File: src/bridge_pkg.sv
// Constants, register map and carriers for the bridge PWM output stage.
// Assumes one 40 MHz clock and an Avalon-MM host with 32-bit data.
package bridge_pkg;
  // ****************************************
  // Register offsets (byte addresses).
  // ****************************************
  localparam logic [4:0] REG_MODE = 5'h00;
  localparam logic [4:0] REG_PERIOD = 5'h04;
  localparam logic [4:0] REG_DUTY = 5'h08;
  localparam logic [4:0] REG_DEADBAND = 5'h0C;
  localparam logic [4:0] REG_SHUTDOWN = 5'h10;
  localparam logic [4:0] REG_STATUS = 5'h14;
  // ****************************************
  // Field positions and codes.
  // ****************************************
  localparam int MODE_LSB = 6;
  localparam int EN_LSB = 2;
  localparam int AUTO_BIT = 7;
  localparam int STAT_BIT = 7;
  localparam int SRC_LSB = 4;
  localparam int AC_LSB = 2;
  localparam logic [1:0] RUN_CODE = 2'h3;
  localparam logic [1:0] SD_LOW = 2'h0;
  localparam logic [1:0] SD_HIGH = 2'h1;
  localparam logic [7:0] EARLY_COUNTS = 8'h3;
  localparam logic [1:0] LAST_PHASE = 2'h3;
  localparam logic [7:0] PERIOD_RESET = 8'hFF;
  typedef enum logic [1:0] {
    MODE_SINGLE = 2'h0,
    MODE_FWD = 2'h1,
    MODE_HALF = 2'h2,
    MODE_REV = 2'h3
  } out_mode_e;
  // Pin carrier: level and drive enable for A..D (bit 0 is A).
  typedef struct packed {
    logic [3:0] level;
    logic [3:0] oe;
  } pins_s;
endpackage

File: src/bridge_pwm_output_shutdown.sv
// Enhanced PWM output stage with dead-band, full-bridge steering
// and auto-shutdown, behind an Avalon-MM slave with waitrequest.
// Assumes pin inputs synchronous to clk_sys; pin direction lives outside.
`timescale 1ns/1ps
module bridge_pwm_output_shutdown (
  input wire logic clk_sys, // System clock, 40 MHz.
  input wire logic rst_b, // Asynchronous reset, active low.
  input wire logic [4:0] address, // Byte address.
  input wire logic read, // Read request.
  input wire logic write, // Write request.
  input wire logic [31:0] writedata, // Write data.
  output logic [31:0] readdata, // Read data.
  output logic waitrequest, // Stall while high.
  input wire logic fault_input_pin_b, // Fault pin, low means fault.
  input wire logic first_comparator_output, // Comparator, high means fault.
  output bridge_pkg::pins_s bridge_pins // Levels and enables A..D.
);
  import bridge_pkg::*;

  // ****************************************
  // Register state.
  // ****************************************
  logic [7:0] mode_q; // Mode, enable and polarity bits.
  logic [7:0] period_register_q; // Period in timer counts.
  logic [9:0] duty_q; // Duty in clock cycles.
  logic [7:0] deadband_restart_control_q; // Restart bit and dead-band.
  logic [6:0] shutdown_control_q; // Sources and pair states.
  logic shutdown_event_status_q; // Shutdown status.
  logic ack_q; // Second bus cycle marker.
  logic [31:0] readdata_q; // Registered read data.

  // ****************************************
  // Bus decode.
  // ****************************************
  // One wait cycle per access keeps read data registered.
  wire req = read | write;
  wire wr_go = write & ack_q;
  wire wr_mode = wr_go & (address == REG_MODE);
  wire wr_period = wr_go & (address == REG_PERIOD);
  wire wr_duty = wr_go & (address == REG_DUTY);
  wire wr_db = wr_go & (address == REG_DEADBAND);
  wire wr_sd = wr_go & (address == REG_SHUTDOWN);
  assign waitrequest = req & ~ack_q;
  assign readdata = readdata_q;

  // Field views.
  // output mode field
  wire [1:0] output_mode_field = mode_q[MODE_LSB +: 2];
  wire direction_select_bit = output_mode_field[1];
  wire [1:0] mode_polarity_low = mode_q[1:0];
  wire run_en = (mode_q[EN_LSB +: 2] == RUN_CODE);
  wire [6:0] deadband_count = deadband_restart_control_q[6:0];
  wire auto_restart_enable = deadband_restart_control_q[AUTO_BIT];
  wire [2:0] shutdown_source_select = shutdown_control_q[SRC_LSB +: 3];
  wire [1:0] pair_ac_shutdown_state = shutdown_control_q[AC_LSB +: 2];
  wire [1:0] pair_bd_shutdown_state = shutdown_control_q[1:0];
  wire is_full = (output_mode_field == MODE_FWD) | (output_mode_field == MODE_REV);
  wire is_half = (output_mode_field == MODE_HALF);

  // ****************************************
  // Period timer.
  // ****************************************
  logic [1:0] phase_q; // Clock within one timer count.
  logic [7:0] period_timer_q; // Timer count.
  logic run_q; // Waveform running since a period start.
  logic pwm_q; // Modulated level, active high.
  logic pwm_prev_q; // Previous modulated level.
  wire instr_tick = (phase_q == LAST_PHASE);
  wire period_end = run_en & instr_tick & (period_timer_q == period_register_q);
  wire pwm_d = run_en & ({period_timer_q, phase_q} < duty_q);

  // Counter restarts at each period end, so waveforms are whole.
  always_ff @(posedge clk_sys or negedge rst_b) begin
    if (!rst_b) begin
      phase_q <= 2'h0;
      period_timer_q <= 8'h0;
      run_q <= 1'b0;
    end else if (!run_en) begin
      phase_q <= 2'h0;
      period_timer_q <= 8'h0;
      run_q <= 1'b0;
    end else begin
      phase_q <= phase_q + 2'h1;
      if (period_end) begin
        period_timer_q <= 8'h0;
        run_q <= 1'b1;
      end else if (instr_tick) begin
        period_timer_q <= period_timer_q + 8'h1;
      end
    end
  end

  // Registered modulated level, held off until the first period start.
  always_ff @(posedge clk_sys or negedge rst_b) begin
    if (!rst_b) begin
      pwm_q <= 1'b0;
      pwm_prev_q <= 1'b0;
    end else begin
      pwm_q <= pwm_d & (run_q | period_end);
      pwm_prev_q <= pwm_q;
    end
  end

  // ****************************************
  // Dead-band counter.
  // ****************************************
  logic [8:0] db_cnt_q; // Clocks since the last edge, the edge clock counted as one.
  wire pwm_edge = pwm_q ^ pwm_prev_q;
  wire [8:0] db_span = {deadband_count, 2'h0}; // Dead-band in clocks, four per unit.
  wire db_ok = pwm_edge ? (deadband_count == 7'h0) : (db_cnt_q >= db_span);

  // Counting clocks rather than timer phases keeps the delay exact,
  // whichever phase of the timer the edge happens to fall on.
  // saturating count
  // Saturates, so a count past the dead-band never wraps and blocks the output again.
  always_ff @(posedge clk_sys or negedge rst_b) begin
    if (!rst_b) begin
      db_cnt_q <= 9'h000;
    end else if (pwm_edge) begin
      db_cnt_q <= 9'h001;
    end else if (db_cnt_q != 9'h1FF) begin
      db_cnt_q <= db_cnt_q + 9'h001;
    end
  end

  // ****************************************
  // Direction change.
  // ****************************************
  logic dir_q; // Direction applied, 1 is reverse.
  logic blank_q; // Modulated outputs forced off.
  wire early_pt = (period_register_q < EARLY_COUNTS) ? period_end :
    (run_en & (phase_q == 2'h0) & (period_timer_q == period_register_q - EARLY_COUNTS));
  wire dir_change = is_full & (direction_select_bit != dir_q);

  // Outside full-bridge the direction just follows the bit.
  always_ff @(posedge clk_sys or negedge rst_b) begin
    if (!rst_b) begin
      dir_q <= 1'b0;
      blank_q <= 1'b0;
    end else if (!is_full || !run_q) begin
      dir_q <= direction_select_bit;
      blank_q <= 1'b0;
    end else if (dir_change && early_pt) begin
      dir_q <= direction_select_bit;
      blank_q <= 1'b1;
    end else if (period_end) begin
      blank_q <= 1'b0;
    end
  end

  // ****************************************
  // Output mode steering (active-high view).
  // ****************************************
  logic [3:0] act_d; // Active levels A..D.
  logic [3:0] act_q; // Registered active levels.
  logic [3:0] mode_oe; // Pins owned by the mode.
  wire pwm_mod = pwm_q & ~blank_q;

  // Selects which pins carry what in each mode.
  always_comb begin
    act_d = 4'h0;
    mode_oe = 4'h0;
    case (output_mode_field)
      MODE_SINGLE: begin
        act_d = {3'h0, pwm_q};
        mode_oe = 4'h1;
      end
      MODE_HALF: begin
        act_d = {2'h0, ~pwm_q & db_ok & run_q, pwm_q & db_ok};
        mode_oe = 4'h3;
      end
      default: begin
        mode_oe = 4'hF;
        if (!dir_q) begin
          act_d = {pwm_mod, 2'h0, run_q};
        end else begin
          act_d = {1'b0, run_q, pwm_mod, 1'b0};
        end
      end
    endcase
  end

  always_ff @(posedge clk_sys or negedge rst_b) begin
    if (!rst_b) begin
      act_q <= 4'h0;
    end else begin
      act_q <= act_d & {4{run_en}};
    end
  end

  // ****************************************
  // Auto-shutdown.
  // ****************************************
  logic hold_q; // Outputs held off until a period start.
  wire hw_evt = (shutdown_source_select[1] & ~fault_input_pin_b) |
    (shutdown_source_select[0] & first_comparator_output);
  wire sw_set = wr_sd & writedata[STAT_BIT];
  wire sw_clr = wr_sd & ~writedata[STAT_BIT];
  wire shut = hw_evt | shutdown_event_status_q | hold_q;

  // The set terms win over every clear term.
  always_ff @(posedge clk_sys or negedge rst_b) begin
    if (!rst_b) begin
      shutdown_event_status_q <= 1'b0;
    end else if (hw_evt || sw_set) begin
      shutdown_event_status_q <= 1'b1;
    end else if (sw_clr || auto_restart_enable) begin
      shutdown_event_status_q <= 1'b0;
    end
  end

  always_ff @(posedge clk_sys or negedge rst_b) begin
    if (!rst_b) begin
      hold_q <= 1'b0;
    end else if (hw_evt || shutdown_event_status_q || sw_set) begin
      hold_q <= 1'b1;
    end else if (period_end || !run_en) begin
      hold_q <= 1'b0;
    end
  end

  // ****************************************
  // Pin drive.
  // ****************************************
  // Shutdown acts combinationally, so a fault reaches the pins
  // in the same cycle rather than after a flop.
  genvar gi;
  generate
    for (gi = 0; gi < 4; gi++) begin : g_pin
      wire pol_low = (gi % 2 == 1) ? mode_polarity_low[0] : mode_polarity_low[1];
      wire [1:0] sd_st = (gi % 2 == 1) ? pair_bd_shutdown_state : pair_ac_shutdown_state;
      wire sd_drive = (sd_st == SD_LOW) | (sd_st == SD_HIGH);
      wire run_lvl = act_q[gi] ^ pol_low;
      assign bridge_pins.level[gi] = shut ? (sd_st == SD_HIGH) : run_lvl;
      assign bridge_pins.oe[gi] = mode_oe[gi] & run_en & (~shut | sd_drive);
    end
  endgenerate

  // ****************************************
  // Register writes and reads.
  // ****************************************
  always_ff @(posedge clk_sys or negedge rst_b) begin
    if (!rst_b) begin
      mode_q <= 8'h0;
      period_register_q <= PERIOD_RESET;
      duty_q <= 10'h0;
      deadband_restart_control_q <= 8'h0;
      shutdown_control_q <= 7'h0;
    end else begin
      if (wr_mode) mode_q <= writedata[7:0];
      if (wr_period) period_register_q <= writedata[7:0];
      if (wr_duty) duty_q <= writedata[9:0];
      if (wr_db) deadband_restart_control_q <= writedata[7:0];
      if (wr_sd) shutdown_control_q <= writedata[6:0];
    end
  end

  // Read mux; unmapped addresses read zero.
  logic [31:0] rd_mux;
  always_comb begin
    case (address)
      REG_MODE: rd_mux = {24'h0, mode_q};
      REG_PERIOD: rd_mux = {24'h0, period_register_q};
      REG_DUTY: rd_mux = {22'h0, duty_q};
      REG_DEADBAND: rd_mux = {24'h0, deadband_restart_control_q};
      REG_SHUTDOWN: rd_mux = {24'h0, shutdown_event_status_q, shutdown_control_q};
      REG_STATUS: rd_mux = {12'h0, act_q, dir_q, blank_q, hold_q, hw_evt, 4'h0, period_timer_q};
      default: rd_mux = 32'h0;
    endcase
  end

  always_ff @(posedge clk_sys or negedge rst_b) begin
    if (!rst_b) begin
      ack_q <= 1'b0;
      readdata_q <= 32'h0;
    end else begin
      ack_q <= req & ~ack_q;
      if (read && !ack_q) readdata_q <= rd_mux;
    end
  end
endmodule

File: config.mk
export PLATFORM = sky130hd
export DESIGN_NAME = bridge_pwm_output_shutdown
export DESIGN_NICKNAME = d
export VERILOG_FILES = /design/src/bridge_pkg.sv /design/src/bridge_pwm_output_shutdown.sv
export SDC_FILE = /design/constraint.sdc
export NUM_CORES = 1
export LEC_CHECK = 0
export BUFFER_PORTS_ARGS = -buffer_cell sky130_fd_sc_hd__buf_2
export CAP_MARGIN = 20
export CORE_ASPECT_RATIO = 1.75
export CORE_MARGIN = 1
export CORE_UTILIZATION = 40
export DETAILED_ROUTE_END_ITERATION = 12
export GPL_TIMING_DRIVEN = 0
export HOLD_SLACK_MARGIN = 0.1
export SLEW_MARGIN = 20
export SYNTH_ARGS = -nofsm -noshare
export SYNTH_HDL_FRONTEND = slang
export SYNTH_SLANG_ARGS = --single-unit
File: constraint.sdc
create_clock -name clk_sys -period 6.3 [get_ports clk_sys]
set_input_delay 0.945 -clock clk_sys [delete_from_list [all_inputs] [get_ports clk_sys]]
set_output_delay 0.945 -clock clk_sys [all_outputs]
set_load 0.005 [all_outputs]
Word-level counts from Yosys, hierarchy flattened
Index checks and enable logic that the tools add are counted.

operators by class
  add/subtract/negate cells = 4
  $mul = 0
  div/mod/pow operators = 0
  order comparisons = 3
  equality and inequality tests = 18
  shifts and indexed selects = 0
  multiplexer cells = 27
  bitwise logic cells = 52
  reductions and logical operators = 23

operator list
  cell                   count
  $pmux W20 S6           1
  $and A1 B1 Y1          30
  $mux W8                3
  $mux W9                2
  $mux W1                17
  $eq A8 B8 Y1           2
  $pmux W4 S2            2
  $eq A5 B4 Y1 const B   2
  $eq A5 B5 Y1 const B   2
  $lt A10 B10 Y1         1
  $or A1 B1 Y1           10
  $add A9 B1 Y9 const B  1
  $ge A9 B9 Y1           1
  $ne A9 B9 Y1 const B   1
  $add A8 B1 Y8 const B  1
  $eq A2 B2 Y1 const B   4
  $logic_not A2 Y1       4
  $lt A8 B2 Y1 const B   1
  $reduce_bool A2 Y1     4
  $sub A8 B2 Y8 const B  1
  $logic_not A7 Y1       1
  $eq A2 B1 Y1 const B   3
  $logic_or A1 B1 Y1     6
  $not A1 Y1             6
  13 further kinds       21

storage, ports and cells
  bits in registers = 104
  bits in latches = 0
  bits in writable memories = 0
  ROM bits = 0
  output and inout port bits = 41
  word-level logic and storage cells = 145
  memories = 0

Depth between registers and ports, before layout
  word-level depth = 8
  mapped depth = 8
  gate-level depth less buffers = 8

Worst setup path before layout
Ideal clock, no wire load.

  path kind = input to output
  from = in first_comparator_output
  to = out bridge_pins[2] (netlist name)
  arrival = 1.915 ns
  path slack = 3.440 ns
  cell stages on the path = 6
  cells stage by stage = nand2_1 o21ai_0 or3_1 clkbuf_1 a21oi_1 and2_1

RTL lines
  element          line                              RTL
  start, declared  bridge_pwm_output_shutdown.sv:15  input wire logic first_comparator_output,
  end, declared    bridge_pwm_output_shutdown.sv:16  output bridge_pkg::pins_s bridge_pins

==> impl_metrics.json <==
{
  "status": "complete, no violations",
  "insertedDiodeCount": 0,
  "wl_per_cell_um": 18.3,
  "hold_path_class": "in2async",
  "hold_buffers": 0,
  "clockBufferDepth": 2,
  "syn_inst": 495,
  "ys_async_sr_fraction": 1.00,
  "firstDrtPassIters": 6,
  "synth_edf_count": 0,
  "final_common_cell": "dfrtp_1",
  "fin_skew_ps": 6.48,
  "port_buffers": 46,
  "finalNetCount": 632,
  "crit_fanout": 9,
  "setup_viol": 0,
  "instances_no_fill": 736,
  "rsz0062_at_grt": "false",
  "fin_ws_ps": 2760,
  "synth_cell_types": 56,
  "ys_ff_latch": 90,
  "cts-resized-gates": 0,
  "wirelength_um": 13500,
  "h-tree-depth": 3,
  "start_util": 0.414,
  "clk_pin_slew_worst_paths_ps": 70,
  "reg2reg_depth": 7,
  "hold_ws_ps": 414,
  "final_area_um2": 5870,
  "cts_made_buffers": 9,
  "powerDensity_nw_per_um2": 261,
  "placed_area_um2": 5540,
  "place.gp.congestion": 0.857,
  "grt_pass1_vias": 4137,
  "grt_pass1_wl_um": 21700,
  "drv_cap": 0,
  "drive_gt1_frac": 0.245,
  "final_max_slew_viol_count": 0,
  "synth_area_um2": 5020,
  "leakagePower_nw": 2.76,
  "n_fill_cell": 1127,
  "root_buffer": "clkbuf_16",
  "clock_latency_ps": 350,
  "dpl.hpwl_um": 10400,
  "crit_type": "in2out",
  "dp.cells": 720,
  "rr_startpoint": "period_register_q[0]$_DFFE_PN1P_",
  "cts_tree": "yes",
  "io_pins": 84,
  "grt_max_degree": 77,
  "crit_slowest_cell": "o21ai_0",
  "antenna_left": 0,
  "fin_tns_setup_ps": 0,
  "coreArea_um2": 12100,
  "post_cts_buffers": 0,
  "fmax_ghz": 0.282,
  "avgViaCountPerCell": 5.40,
  "design.die.area_um2": 13000,
  "finalHoldViolations": 0,
  "startpoint_type": "input pin",
  "reg2reg_setup_slack_ps": 3580,
  "placementRows": 53,
  "layout_common_cells": "dfrtp_1 (82), nand2_1 (50), buf_2 (48)",
  "r2r_end": "dir_q$_DFFE_PN0P_",
  "period_needed_ps": 3540,
  "max-slew-margin-rel": 0.330,
  "worstPathRequired_ps": 5350,
  "ys.warnings.count": 0,
  "worstPathCellList": "buf_2, o21ai_0, or3_1, clkbuf_1, nand3b_1, o21ai_0, buf_2",
  "pre_cts_slack_ps": 2840,
  "overflow": 0,
  "drc_errors": 0,
  "track_usage": 0.225,
  "syn_avg_cell_area_um2": 10.1,
  "ir_drop_mv": 0.140,
  "slowest_delay_ps": 580,
  "cts.sinks": 90,
  "timing.final.crit_share": 0.562,
  "worst_slew_pin_slew_ps": 996,
  "report.power.total_mw": 1.53,
  "arrival_ps": 2600,
  "num_vias": 3972,
  "drtIter0Drc": 239,
  "fp.dieW_um": 86.7,
  "area_delta_synth_final_pct": 16.9,
  "ys.flop_type": "dfrtp_1",
  "antenna_found_initial": 0,
  "endpoint_kind": "output port",
  "yosysSeqAreaShare": 0.450,
  "utilization": 0.484,
  "die_h_um": 150
}
-- logic make-up after synthesis --
kind of cell             synth area share
buffers and inverters              0.0658
AO/OA/AOI/OAI                       0.109
XOR/XNOR                           0.0558
adder cells (fa/ha/maj)            0.0573
flip-flops                          0.450
multiplexers                       0.0959
AND/OR/NAND/NOR                     0.165
other                            0.000747
-- report_power, final --
part / total, mW / leakage, nW / internal (mW) / switching [mW]
combinational: 0.266 / 1.44 / 0.121 / 0.144
sequential: 0.682 / 1.16 / 0.634 / 0.0481
clock: 0.587 / 0.150 / 0.351 / 0.236
total: 1.53 / 2.76 / 1.11 / 0.429
-- sequential cells by signal, summed over array words and instances, names as in the netlist, 2 cells and up --
signal,count
mode_q,8
period_timer_q,8
duty_q,10
deadband_restart_control_q,8
readdata,18
period_register_q,8
act_q,4
db_cnt_q,9
phase_q,2
shutdown_control_q,7
-- worst max-delay path, delay by kind of cell --
family | cells | cell delay [ps]
AOI/OAI and AO/OA | 2 | 730
buffers and inverters | 3 | 570
and+or+nand+nor | 2 | 350
-- cell type report --
| class | instances | area [um^2] | share of cell area |
|---|---|---|---|
| Sequential cell | 90 | 2260 | 0.385 |
| Clock buffer | 9 | 225 | 0.0384 |
| Buffer | 38 | 229 | 0.0390 |
| Timing Repair Buffer | 47 | 264 | 0.0450 |
| Tap cell | 165 | 206 | 0.0352 |
| Clock inverter | 7 | 103 | 0.0175 |
| Multi-Input combinational cell | 353 | 2480 | 0.422 |
| Inverter | 27 | 101 | 0.0173 |
-- cells in the mapped netlist, types with 2 or more instances --
| library cell | instances | area (um^2) |
|---|---|---|
| buf_6 | 2 | 22.5 |
| mux2_2 | 40 | 450 |
| dfrtp_1 | 82 | 2050 |
| o211ai_1 | 3 | 22.5 |
| nor4_1 | 6 | 37.5 |
| o2111ai_1 | 2 | 17.5 |
| and2_1 | 2 | 12.5 |
| a21o_1 | 4 | 30.0 |
| and3_1 | 10 | 62.6 |
| nor2_1 | 33 | 124 |
| nand4_1 | 6 | 37.5 |
| a31oi_1 | 11 | 68.8 |
| a221oi_1 | 9 | 78.8 |
| buf_4 | 15 | 113 |
| o21a_1 | 2 | 15.0 |
| o21ai_0 | 11 | 55.1 |
| ha_1 | 23 | 288 |
| mux2i_1 | 2 | 20.0 |
| nor3_1 | 9 | 45.0 |
| a21bo_2 | 2 | 20.0 |
| nand2b_1 | 8 | 50.1 |
| a211o_1 | 2 | 17.5 |
| xnor2_1 | 13 | 114 |
| inv_1 | 27 | 101 |
| nor4b_1 | 2 | 17.5 |
| a21boi_0 | 2 | 15.0 |
| nand2_1 | 50 | 188 |
| nor2b_1 | 5 | 31.3 |
| dfstp_2 | 8 | 210 |
| xor2_1 | 19 | 166 |
| a21oi_1 | 13 | 65.1 |
| clkbuf_1 | 15 | 56.3 |
| or3_1 | 2 | 12.5 |
| nor3b_1 | 2 | 15.0 |
| buf_2 | 3 | 15.0 |
| nand3_1 | 20 | 100 |
| nand3b_1 | 4 | 30.0 |
| a222oi_1 | 8 | 80.1 |
-- routing by layer --
metal | global-route usage | share of wire | wire length [um]
met3 | 0.0384 | 0.032 | 435
met2 | 0.409 | 0.54 | 7290
met5 | 0 | 0 | 0
met1 | 0.235 | 0.38 | 5050
met4 | 0.141 | 0.051 | 685
-- worst max-delay path by stage --
| stage | startpoint | endpoint | slack [ps] | depth (start not counted) |
|---|---|---|---|---|
| 6_report | fault_input_pin_b | bridge_pins[5] | 2760 | 7 |
| 5_1_grt | fault_input_pin_b | bridge_pins[7] | 2780 | 7 |
| 4_1_cts | fault_input_pin_b | bridge_pins[2] | 2830 | 7 |
| 3_5_place_dp | fault_input_pin_b | bridge_pins[2] | 2840 | 7 |
| 3_3_place_gp | fault_input_pin_b | bridge_pins[2] | 2860 | 7 |
| 2_1_floorplan | first_comparator_output | bridge_pins[2] | 3440 | 6 |
No activity file was read; power rests on OpenSTA's default activity.
